**config.mk**
```make
export PLATFORM = sky130hd
export DESIGN_NAME = option_byte_config_decoder
export DESIGN_NICKNAME = d
export VERILOG_FILES = /design/src/logic/option_cfg_pkg.sv /design/src/logic/option_byte_config_decoder.sv /design/src/logic/option_byte_store.sv
export SDC_FILE = /design/constraint.sdc
export NUM_CORES = 1
export LEC_CHECK = 0
export ABC_AREA = 1
export BUFFER_PORTS_ARGS = -buffer_cell sky130_fd_sc_hd__buf_4
export CAP_MARGIN = 20
export CORE_ASPECT_RATIO = 1.5
export CORE_MARGIN = 1
export CORE_UTILIZATION = 57
export DETAILED_ROUTE_END_ITERATION = 10
export HOLD_SLACK_MARGIN = 0.12
export PLACE_DENSITY_LB_ADDON = 0.05
export SYNTH_ARGS = -nofsm -noshare
export SYNTH_HDL_FRONTEND = slang
export SYNTH_SLANG_ARGS = --single-unit
```
**constraint.sdc**
```tcl
create_clock -name clk -period 2.15 [get_ports clk]
set_input_delay 0.1075 -clock clk [delete_from_list [all_inputs] [get_ports clk]]
set_output_delay 0.1075 -clock clk [all_outputs]
set_load 0.1 [all_outputs]
```
**src/logic/option_cfg_pkg.sv**
```systemverilog
// Purpose: Constants for the configuration byte store and decoder
// Assumes: Two 8-bit configuration bytes, erased value all ones
// Notes: Byte addresses and erased value shared by store and decoder; field positions used by the decoder only
`default_nettype none
package option_cfg_pkg;
   // ************************************
   // Byte selection and erased value
   // ************************************
   localparam logic ADDR_BYTE_ZERO = 1'h0;
   localparam logic ADDR_BYTE_ONE = 1'h1;
   localparam logic [7:0] ERASED_BYTE = 8'hff;
   // ************************************
   // Byte one fields
   // ************************************
   localparam int CLK_SEL_HI = 7;
   localparam int CLK_SEL_LO = 6;
   localparam int RSVD_HI = 5;
   localparam int RSVD_LO = 3;
   localparam int SUPPLY_BIT = 2;
   localparam int WATCHDOG_TYPE_BIT = 1;
   localparam int HALT_RESET_BIT = 0;
   localparam logic [2:0] RSVD_ONES = 3'h7;
   // ************************************
   // Byte zero fields
   // ************************************
   localparam int WAKE_CLK_BIT = 7;
   localparam int RANGE_HI = 6;
   localparam int RANGE_LO = 4;
   localparam logic [2:0] RANGE_LOW_POWER = 3'h0;
   localparam logic [2:0] RANGE_WITH_SLOW_OSC = 3'h4;
   // ************************************
   // Clock source codes
   // ************************************
   typedef enum logic [1:0] {
      SRC_INTERNAL_RC = 2'h0,
      SRC_WAKEUP_RC = 2'h1,
      SRC_RESONATOR = 2'h2,
      SRC_EXTERNAL = 2'h3
   } clk_src_t;
endpackage : option_cfg_pkg
`default_nettype wire

```
**src/logic/option_byte_config_decoder.sv**
```systemverilog
// Purpose: Programming access and decoding of the two configuration bytes
// Assumes: progMode is a pin level, synchronised here
// Notes: Decoded outputs are latched at reset release and frozen until next reset, except watchdogActive and haltReset, which follow their inputs
`timescale 1ns/1ps
`default_nettype none
module option_byte_config_decoder (
   input wire logic clk,
   input wire logic rst,
   input wire logic powerOnClear,
   input wire logic progMode,
   input wire logic progWrite,
   input wire logic progRead,
   input wire logic progAddr,
   input wire logic [7:0] progWrData,
   input wire logic watchdogSwEnable,
   input wire logic haltEntry,
   output logic [7:0] progRdData,
   output logic progRdValid,
   output logic [1:0] startupClockSelect,
   output logic externalSource,
   output logic externalClockInput,
   output logic [2:0] oscillatorRangeField,
   output logic lowPowerRange,
   output logic supplyDropDetectorOn,
   output logic watchdogForced,
   output logic watchdogActive,
   output logic wakeupVeryLowPower,
   output logic haltReset,
   output logic configLoaded
);
   // ************************************
   // State
   // ************************************
   // Decoded settings are flops so every output comes straight from a register
   typedef struct packed {
      logic progMeta;
      logic progSync;
      logic loaded;
      logic [7:0] rdData;
      logic rdValid;
      logic [7:0] b0;
      logic [7:0] b1;
      logic haltRst;
      logic [1:0] clkSel;
      logic extSrc;
      logic extClkIn;
      logic [2:0] oscillator_range_field;
      logic lowPwr;
      logic supplyOn;
      logic wdgForced;
      logic wdgAct;
      logic wakeSlow;
   } state_t;
   state_t s_q;
   state_t s_d;

   logic [7:0] storeB0;
   logic [7:0] storeB1;
   logic storeWr;

   // ************************************
   // Clock source decode
   // ************************************
   // start-up clock code
   function automatic option_cfg_pkg::clk_src_t src_of(input logic [7:0] b1);
      logic [1:0] sel;
      sel = b1[option_cfg_pkg::CLK_SEL_HI:option_cfg_pkg::CLK_SEL_LO];
      return option_cfg_pkg::clk_src_t'(sel);
   endfunction : src_of

   function automatic logic is_external(input logic [7:0] b1);
      return src_of(b1) inside {option_cfg_pkg::SRC_RESONATOR, option_cfg_pkg::SRC_EXTERNAL};
   endfunction : is_external

   // ************************************
   // Programming port and store
   // ************************************
   // writes gated by mode
   assign storeWr = s_q.progSync && progWrite;

   // Store keeps its content across rst; only powerOnClear erases it
   option_byte_store store (
      .clk(clk),
      .powerOnClear(powerOnClear),
      .wrEn(storeWr),
      .addr(progAddr),
      .wrData(progWrData),
      .byteZero(storeB0),
      .byteOne(storeB1)
   );

   // ************************************
   // Next state
   // ************************************
   always_comb begin
      s_d = s_q;
      s_d.progMeta = progMode;
      s_d.progSync = s_q.progMeta;
      s_d.rdValid = 1'b0;
      // capture once after reset
      // Later writes reach the store only; decode waits for the next reset
      if (!s_q.loaded) begin
         s_d.b0 = storeB0;
         s_d.b1 = storeB1;
         s_d.loaded = 1'b1;
      end
      if (s_q.progSync && progRead) begin
         s_d.rdData = (progAddr == option_cfg_pkg::ADDR_BYTE_ONE) ? storeB1 : storeB0;
         s_d.rdValid = 1'b1;
      end
      s_d.clkSel = src_of(s_d.b1);
      s_d.extSrc = is_external(s_d.b1);
      s_d.extClkIn = src_of(s_d.b1) == option_cfg_pkg::SRC_EXTERNAL;
      s_d.oscillator_range_field = s_d.b0[option_cfg_pkg::RANGE_HI:option_cfg_pkg::RANGE_LO];
      s_d.lowPwr = is_external(s_d.b1) && s_d.oscillator_range_field == option_cfg_pkg::RANGE_LOW_POWER;
      s_d.supplyOn = !s_d.b1[option_cfg_pkg::SUPPLY_BIT];
      s_d.wdgForced = !s_d.b1[option_cfg_pkg::WATCHDOG_TYPE_BIT];
      s_d.wdgAct = s_d.wdgForced || watchdogSwEnable;
      s_d.wakeSlow = !s_d.b0[option_cfg_pkg::WAKE_CLK_BIT];
      // halt reset when watchdog active
      // Uses the registered watchdog state so the output and the decision agree
      s_d.haltRst = s_q.loaded && s_q.wdgAct && haltEntry &&
         s_q.b1[option_cfg_pkg::HALT_RESET_BIT];
   end

   always_ff @(posedge clk or posedge rst) begin
      if (rst) begin
         s_q <= '0;
      end else begin
         s_q <= s_d;
      end
   end

   // ************************************
   // Outputs
   // ************************************
   assign startupClockSelect = s_q.clkSel;
   assign externalSource = s_q.extSrc;
   assign externalClockInput = s_q.extClkIn;
   assign oscillatorRangeField = s_q.oscillator_range_field;
   assign lowPowerRange = s_q.lowPwr;
   assign supplyDropDetectorOn = s_q.supplyOn;
   assign watchdogForced = s_q.wdgForced;
   assign watchdogActive = s_q.wdgAct;
   assign wakeupVeryLowPower = s_q.wakeSlow;
   assign haltReset = s_q.haltRst;
   assign progRdData = s_q.rdData;
   assign progRdValid = s_q.rdValid;
   assign configLoaded = s_q.loaded;
endmodule : option_byte_config_decoder
`default_nettype wire

```
**src/logic/option_byte_store.sv**
```systemverilog
// Purpose: Non-volatile image of the two configuration bytes
// Assumes: Writes come only from the programming port
// Notes: Holds content across device reset; only a power-up clears to erased
`timescale 1ns/1ps
`default_nettype none
module option_byte_store (
   input wire logic clk,
   input wire logic powerOnClear,
   input wire logic wrEn,
   input wire logic addr,
   input wire logic [7:0] wrData,
   output logic [7:0] byteZero,
   output logic [7:0] byteOne
);
   typedef struct packed {
      logic [7:0] b0;
      logic [7:0] b1;
   } store_t;
   store_t s_q;
   store_t s_d;

   always_comb begin
      s_d = s_q;
      if (wrEn && addr == option_cfg_pkg::ADDR_BYTE_ZERO) begin
         s_d.b0 = wrData;
      end
      if (wrEn && addr == option_cfg_pkg::ADDR_BYTE_ONE) begin
         s_d.b1 = wrData;
      end
   end

   always_ff @(posedge clk or posedge powerOnClear) begin
      if (powerOnClear) begin
         s_q <= {option_cfg_pkg::ERASED_BYTE, option_cfg_pkg::ERASED_BYTE};
      end else begin
         s_q <= s_d;
      end
   end

   assign byteZero = s_q.b0;
   assign byteOne = s_q.b1;
endmodule : option_byte_store
`default_nettype wire

```
==> flow_summary.html <==
<table>
<tr><th>Metric</th><th>Value</th></tr>
<tr><th colspan="2">Drt</th></tr>
<tr><td>Drt first pass iters</td><td>4</td></tr>
<tr><td>Total Routed Length</td><td>approximately 3.4 mm</td></tr>
<tr><td>Count of vias placed by the detailed router</td><td>approximately 1300</td></tr>
<tr><td>Number of DRC markers after the initial detailed-route iteration</td><td>39</td></tr>
<tr><td>DRC violations left</td><td>0</td></tr>
<tr><td>Routed length per instance</td><td>approximately 12 um</td></tr>
<tr><td>Vias per std cell</td><td>between 4 and 5</td></tr>
<tr><td>ANT nets after route</td><td>0</td></tr>
<tr><th colspan="2">STA</th></tr>
<tr><td>Total count of max-transition violations in the final report</td><td>0</td></tr>
<tr><td>Transition at the pin with the smallest max-transition slack</td><td>~0.58 ns</td></tr>
<tr><td>Fin Hold WS</td><td>between 0.15 and 0.2 ns</td></tr>
<tr><td>Remaining max-slew budget at the tightest pin</td><td>approximately three fifths</td></tr>
<tr><td>Clock Skews</td><td>about 0.0062 ns</td></tr>
<tr><td>Peak Freq</td><td>719 MHz</td></tr>
<tr><td>Final setup violation count</td><td>0</td></tr>
<tr><td>Setup repair after global routing missed its margin</td><td>false</td></tr>
<tr><td>Count of final hold-check violations</td><td>0</td></tr>
<tr><td>Min cycle time layout</td><td>1.39 ns</td></tr>
<tr><td>Setup tns final</td><td>0 ns</td></tr>
<tr><td>Final worst path period share</td><td>between 60% and 70%</td></tr>
<tr><th colspan="2">Global routing</th></tr>
<tr><td>Maximum number of pins on one net before global-route repair</td><td>29</td></tr>
<tr><td>Initial antenna violation count</td><td>0</td></tr>
<tr><td>Global-route wire length before repair</td><td>~5.6 mm</td></tr>
<tr><td>Total congestion overflow</td><td>0</td></tr>
<tr><td>Vias in the first global route</td><td>1276</td></tr>
<tr><td>Gr usage total</td><td>around a fifth</td></tr>
<tr><th colspan="2">Placed design</th></tr>
<tr><td>HPWL Detailed</td><td>2.33 mm</td></tr>
<tr><td>Last weighted congestion value of the routability-driven placer</td><td>0.804</td></tr>
<tr><td>Port-buffer cells</td><td>39</td></tr>
<tr><td>Placed Cells incl. Taps</td><td>~260</td></tr>
<tr><td>Placed inst area</td><td>2130 um^2</td></tr>
<tr><th colspan="2">Run status</th></tr>
<tr><td>Status</td><td>completed</td></tr>
<tr><th colspan="2">Synth</th></tr>
<tr><td>Area share of xor/xnor cells in the synthesized design</td><td>0%</td></tr>
<tr><td>Async set or reset register ratio after synthesis</td><td>100%</td></tr>
<tr><td>Top cell type's share of synthesized area</td><td>between 30 and 40%</td></tr>
<tr><td>Sequential-to-total area share from yosys stat</td><td>58.2%</td></tr>
<tr><td>Synth top cells by count</td><td>sky130_fd_sc_hd__nand2_1, sky130_fd_sc_hd__dfrtp_1, sky130_fd_sc_hd__inv_1</td></tr>
<tr><td>Most instantiated flip-flop cell in the synthesis netlist</td><td>sky130_fd_sc_hd__dfrtp_1</td></tr>
<tr><td>Complex-gate fraction of the synthesized area</td><td>9.49%</td></tr>
<tr><td>Number of flip-flops and latches in the synthesized netlist</td><td>between 40 and 50</td></tr>
<tr><td>Adder-Cell Fraction of Synth Area</td><td>0%</td></tr>
<tr><td>Synth Net Count</td><td>219</td></tr>
<tr><td>Synthesized area</td><td>between 1500 and 2000 um^2</td></tr>
<tr><td>Number of distinct library cells after synthesis</td><td>15</td></tr>
<tr><td>Leading area contributor after synthesis</td><td>sky130_fd_sc_hd__dfrtp_1</td></tr>
<tr><td>Area fraction in and, or, nand and nor cells after synthesis</td><td>a little under a fifth</td></tr>
<tr><td>Largest family of logic cells by synthesized area</td><td>simple AND/OR/NAND/NOR gates</td></tr>
<tr><td>Fraction of synthesized area in multiplexers</td><td>0%</td></tr>
<tr><td>Most frequent cell after synthesis</td><td>sky130_fd_sc_hd__nand2_1</td></tr>
<tr><td>Top cells by area, synth</td><td>sky130_fd_sc_hd__dfrtp_1, sky130_fd_sc_hd__dfstp_2, sky130_fd_sc_hd__nand2_1, sky130_fd_sc_hd__o21ai_2, sky130_fd_sc_hd__buf_4</td></tr>
<tr><td>Mean cell area of the mapped netlist</td><td>approximately 9.5 um^2</td></tr>
<tr><td>Count of synthesis-stage warnings from yosys</td><td>0</td></tr>
<tr><td>Post-Syn Instances</td><td>roughly 200</td></tr>
<tr><td>Post-synth EDFFs</td><td>0</td></tr>
<tr><th colspan="2">Floorplan</th></tr>
<tr><td>Site Rows</td><td>25</td></tr>
<tr><td>Placeable core region</td><td>roughly 3200 um^2</td></tr>
<tr><td>Die area</td><td>about 3600 um^2</td></tr>
<tr><td>Floorplan die width</td><td>around 49 um</td></tr>
<tr><td>Die height</td><td>approximately 73 um</td></tr>
<tr><td>Boundary Pins</td><td>40</td></tr>
<tr><td>Initial Util</td><td>between 60% and 70%</td></tr>
<tr><th colspan="2">Clock network</th></tr>
<tr><td>Clock net sink count</td><td>44</td></tr>
<tr><td>Clock tree from TritonCTS</td><td>yes</td></tr>
<tr><td>H-tree levels</td><td>2</td></tr>
<tr><td>Clock transition at the registers of the reported paths</td><td>0.07 ns</td></tr>
<tr><td>Worst-Skew Late Latency</td><td>~0.29 ns</td></tr>
<tr><td>Post-CTS sizing</td><td>0</td></tr>
<tr><td>Number of clock buffers inserted by TritonCTS</td><td>5</td></tr>
<tr><td>Number of buffers inserted to repair setup after CTS</td><td>0</td></tr>
<tr><td>Root cell of the clock tree</td><td>sky130_fd_sc_hd__clkbuf_8</td></tr>
<tr><td>Maximum buffer depth of the clock tree</td><td>2</td></tr>
<tr><th colspan="2">Job</th></tr>
<tr><td>Max-cap violations</td><td>0</td></tr>
<tr><th colspan="2">Finish</th></tr>
<tr><td>Fin util</td><td>74.7%</td></tr>
<tr><td>Fraction of layout instances using a drive strength above 1</td><td>between 30% and 40%</td></tr>
<tr><td>Cell area after layout</td><td>about 2400 um^2</td></tr>
<tr><td>Area Overhead vs Synth</td><td>23.8%</td></tr>
<tr><td>Number of non-filler instances in the completed layout</td><td>approximately 290</td></tr>
<tr><td>Number of nets in the layout</td><td>around 260</td></tr>
<tr><td>Count of filler cells inserted in the layout</td><td>245</td></tr>
<tr><td>Antenna cells</td><td>0</td></tr>
<tr><th colspan="2">Worst setup path</th></tr>
<tr><td>Kind of end point of the critical path</td><td>primary output</td></tr>
<tr><td>Category of the critical setup timing path</td><td>reg2out</td></tr>
<tr><td>Worst path cell trace</td><td>buf_4</td></tr>
<tr><td>CP delay by family, top</td><td>flip-flops</td></tr>
<tr><td>Total buffers and inverters traversed by the critical path</td><td>1</td></tr>
<tr><td>CP max FO</td><td>13</td></tr>
<tr><td>Delay of the slowest cell on the worst path</td><td>0.61 ns</td></tr>
<tr><td>Startpoint types</td><td>register</td></tr>
<tr><td>Worst EP required</td><td>around 2.0 ns</td></tr>
<tr><td>Critical-path top delay cell</td><td>sky130_fd_sc_hd__dfrtp_1</td></tr>
<tr><td>Critical path data arrival time</td><td>~1.3 ns</td></tr>
<tr><th colspan="2">Power</th></tr>
<tr><td>Pwr dens</td><td>1040 nW/um^2</td></tr>
<tr><td>Maximum VDD drop</td><td>between 0.6 and 0.7 mV</td></tr>
<tr><td>Static power due to leakage</td><td>1.26 nW</td></tr>
<tr><th colspan="2">Min path</th></tr>
<tr><td>Class of the tightest hold or removal check</td><td>in2reg</td></tr>
</table>
[per-layer routing]
layer	vias to the layer above	global-route usage [%]	part of all wire [%]
met4	0	8.57	1.7
li1	672	-	-
met1	615	23.4	44
met3	7	4.38	3.2
met5	-	0	0
met2	31	37.7	51
[cells in the final DEF (no fill, tap or decap), types with 2 or more instances in the layout]
cell type | Yosys | final
sky130_fd_sc_hd__nand2_2 | 3 | 3
sky130_fd_sc_hd__o21ai_2 | 18 | 18
sky130_fd_sc_hd__inv_2 | 3 | 3
sky130_fd_sc_hd__nand2_1 | 77 | 77
sky130_fd_sc_hd__o21ai_0 | 5 | 5
sky130_fd_sc_hd__nor2_1 | 3 | 3
sky130_fd_sc_hd__buf_4 | 15 | 39
sky130_fd_sc_hd__nand3_4 | 2 | 2
sky130_fd_sc_hd__dfstp_2 | 16 | 16
sky130_fd_sc_hd__dfrtp_1 | 28 | 28
sky130_fd_sc_hd__inv_1 | 27 | 27
sky130_fd_sc_hd__clkbuf_8 | 0 | 5
sky130_fd_sc_hd__or2_2 | 2 | 2
sky130_fd_sc_hd__dlygate4sd3_1 | 0 | 12
[worst paths after layout]
check / from / endpoint / slack, ns / cells past startpoint
min: progRead / progRdData[3] / 0.18 / 4
max reg2reg: configLoaded / s_q[15] / 0.87 / 4
max: configLoaded / configLoaded / 0.76 / 1
max in group asynchronous: rst / s_q[20] / 1.30 / 4
min reg2reg: s_d[39] / s_q[39] / 0.38 / 0
min in group asynchronous: powerOnClear / store.byteZero[1] / 0.23 / 2
[layout make-up]
cell class / instances / area, um^2 / area share (%)
multi-input combinational: 111 / 553 / 23.2
timing repair buffer: 52 / 440 / 18.5
clock inverter: 2 / 35.0 / 1.47
tap: 40 / 50.0 / 2.10
inverter: 30 / 113 / 4.72
sequential: 44 / 1120 / 47.0
clock buffer: 6 / 72.6 / 3.04
[power by group]
part	switching, W	internal (W)
registers	0.0000748	0.000982
clock network	0.000255	0.000344
logic	0.000632	0.000196
[timing repair]
item / 4_1_cts / 5_1_grt
endpoints found under the hold margin: 47 / 0
hold buffers: 12 / 0
endpoints found under the setup margin: 0 / 0
[metrics by stage]
stage / setup slack [ns] / power (W)
after floorplan: 0.535 / 0.00176
after global placement: 0.961 / 0.00186
after detailed placement: 0.897 / 0.00188
after CTS: 0.753 / 0.00250
after global routing: 0.709 / 0.00259
final: 0.759 / 0.00248
[state kept, by name, summed over array words and instances, names as in the netlist]
signal                flops
s_q                       7
lowPowerRange             1
supplyDropDetectorOn      1
startupClockSelect        1
haltReset                 1
oscillatorRangeField      2
watchdogActive            1
configLoaded              1
store.byteZero            8
progRdData                8
progRdValid               1
watchdogForced            1
wakeupVeryLowPower        1
store.byteOne             8
externalClockInput        1
s_d                       1
[kinds of logic (layout without fill, tap and decap cells)]
kind of cell / count (synthesis) / after routing
buf+inv: 47 / 90
simple gates: 87 / 87
flops: 44 / 44
compound gates: 23 / 23
other cells: 1 / 1
Power figures use the tool's default switching activity.
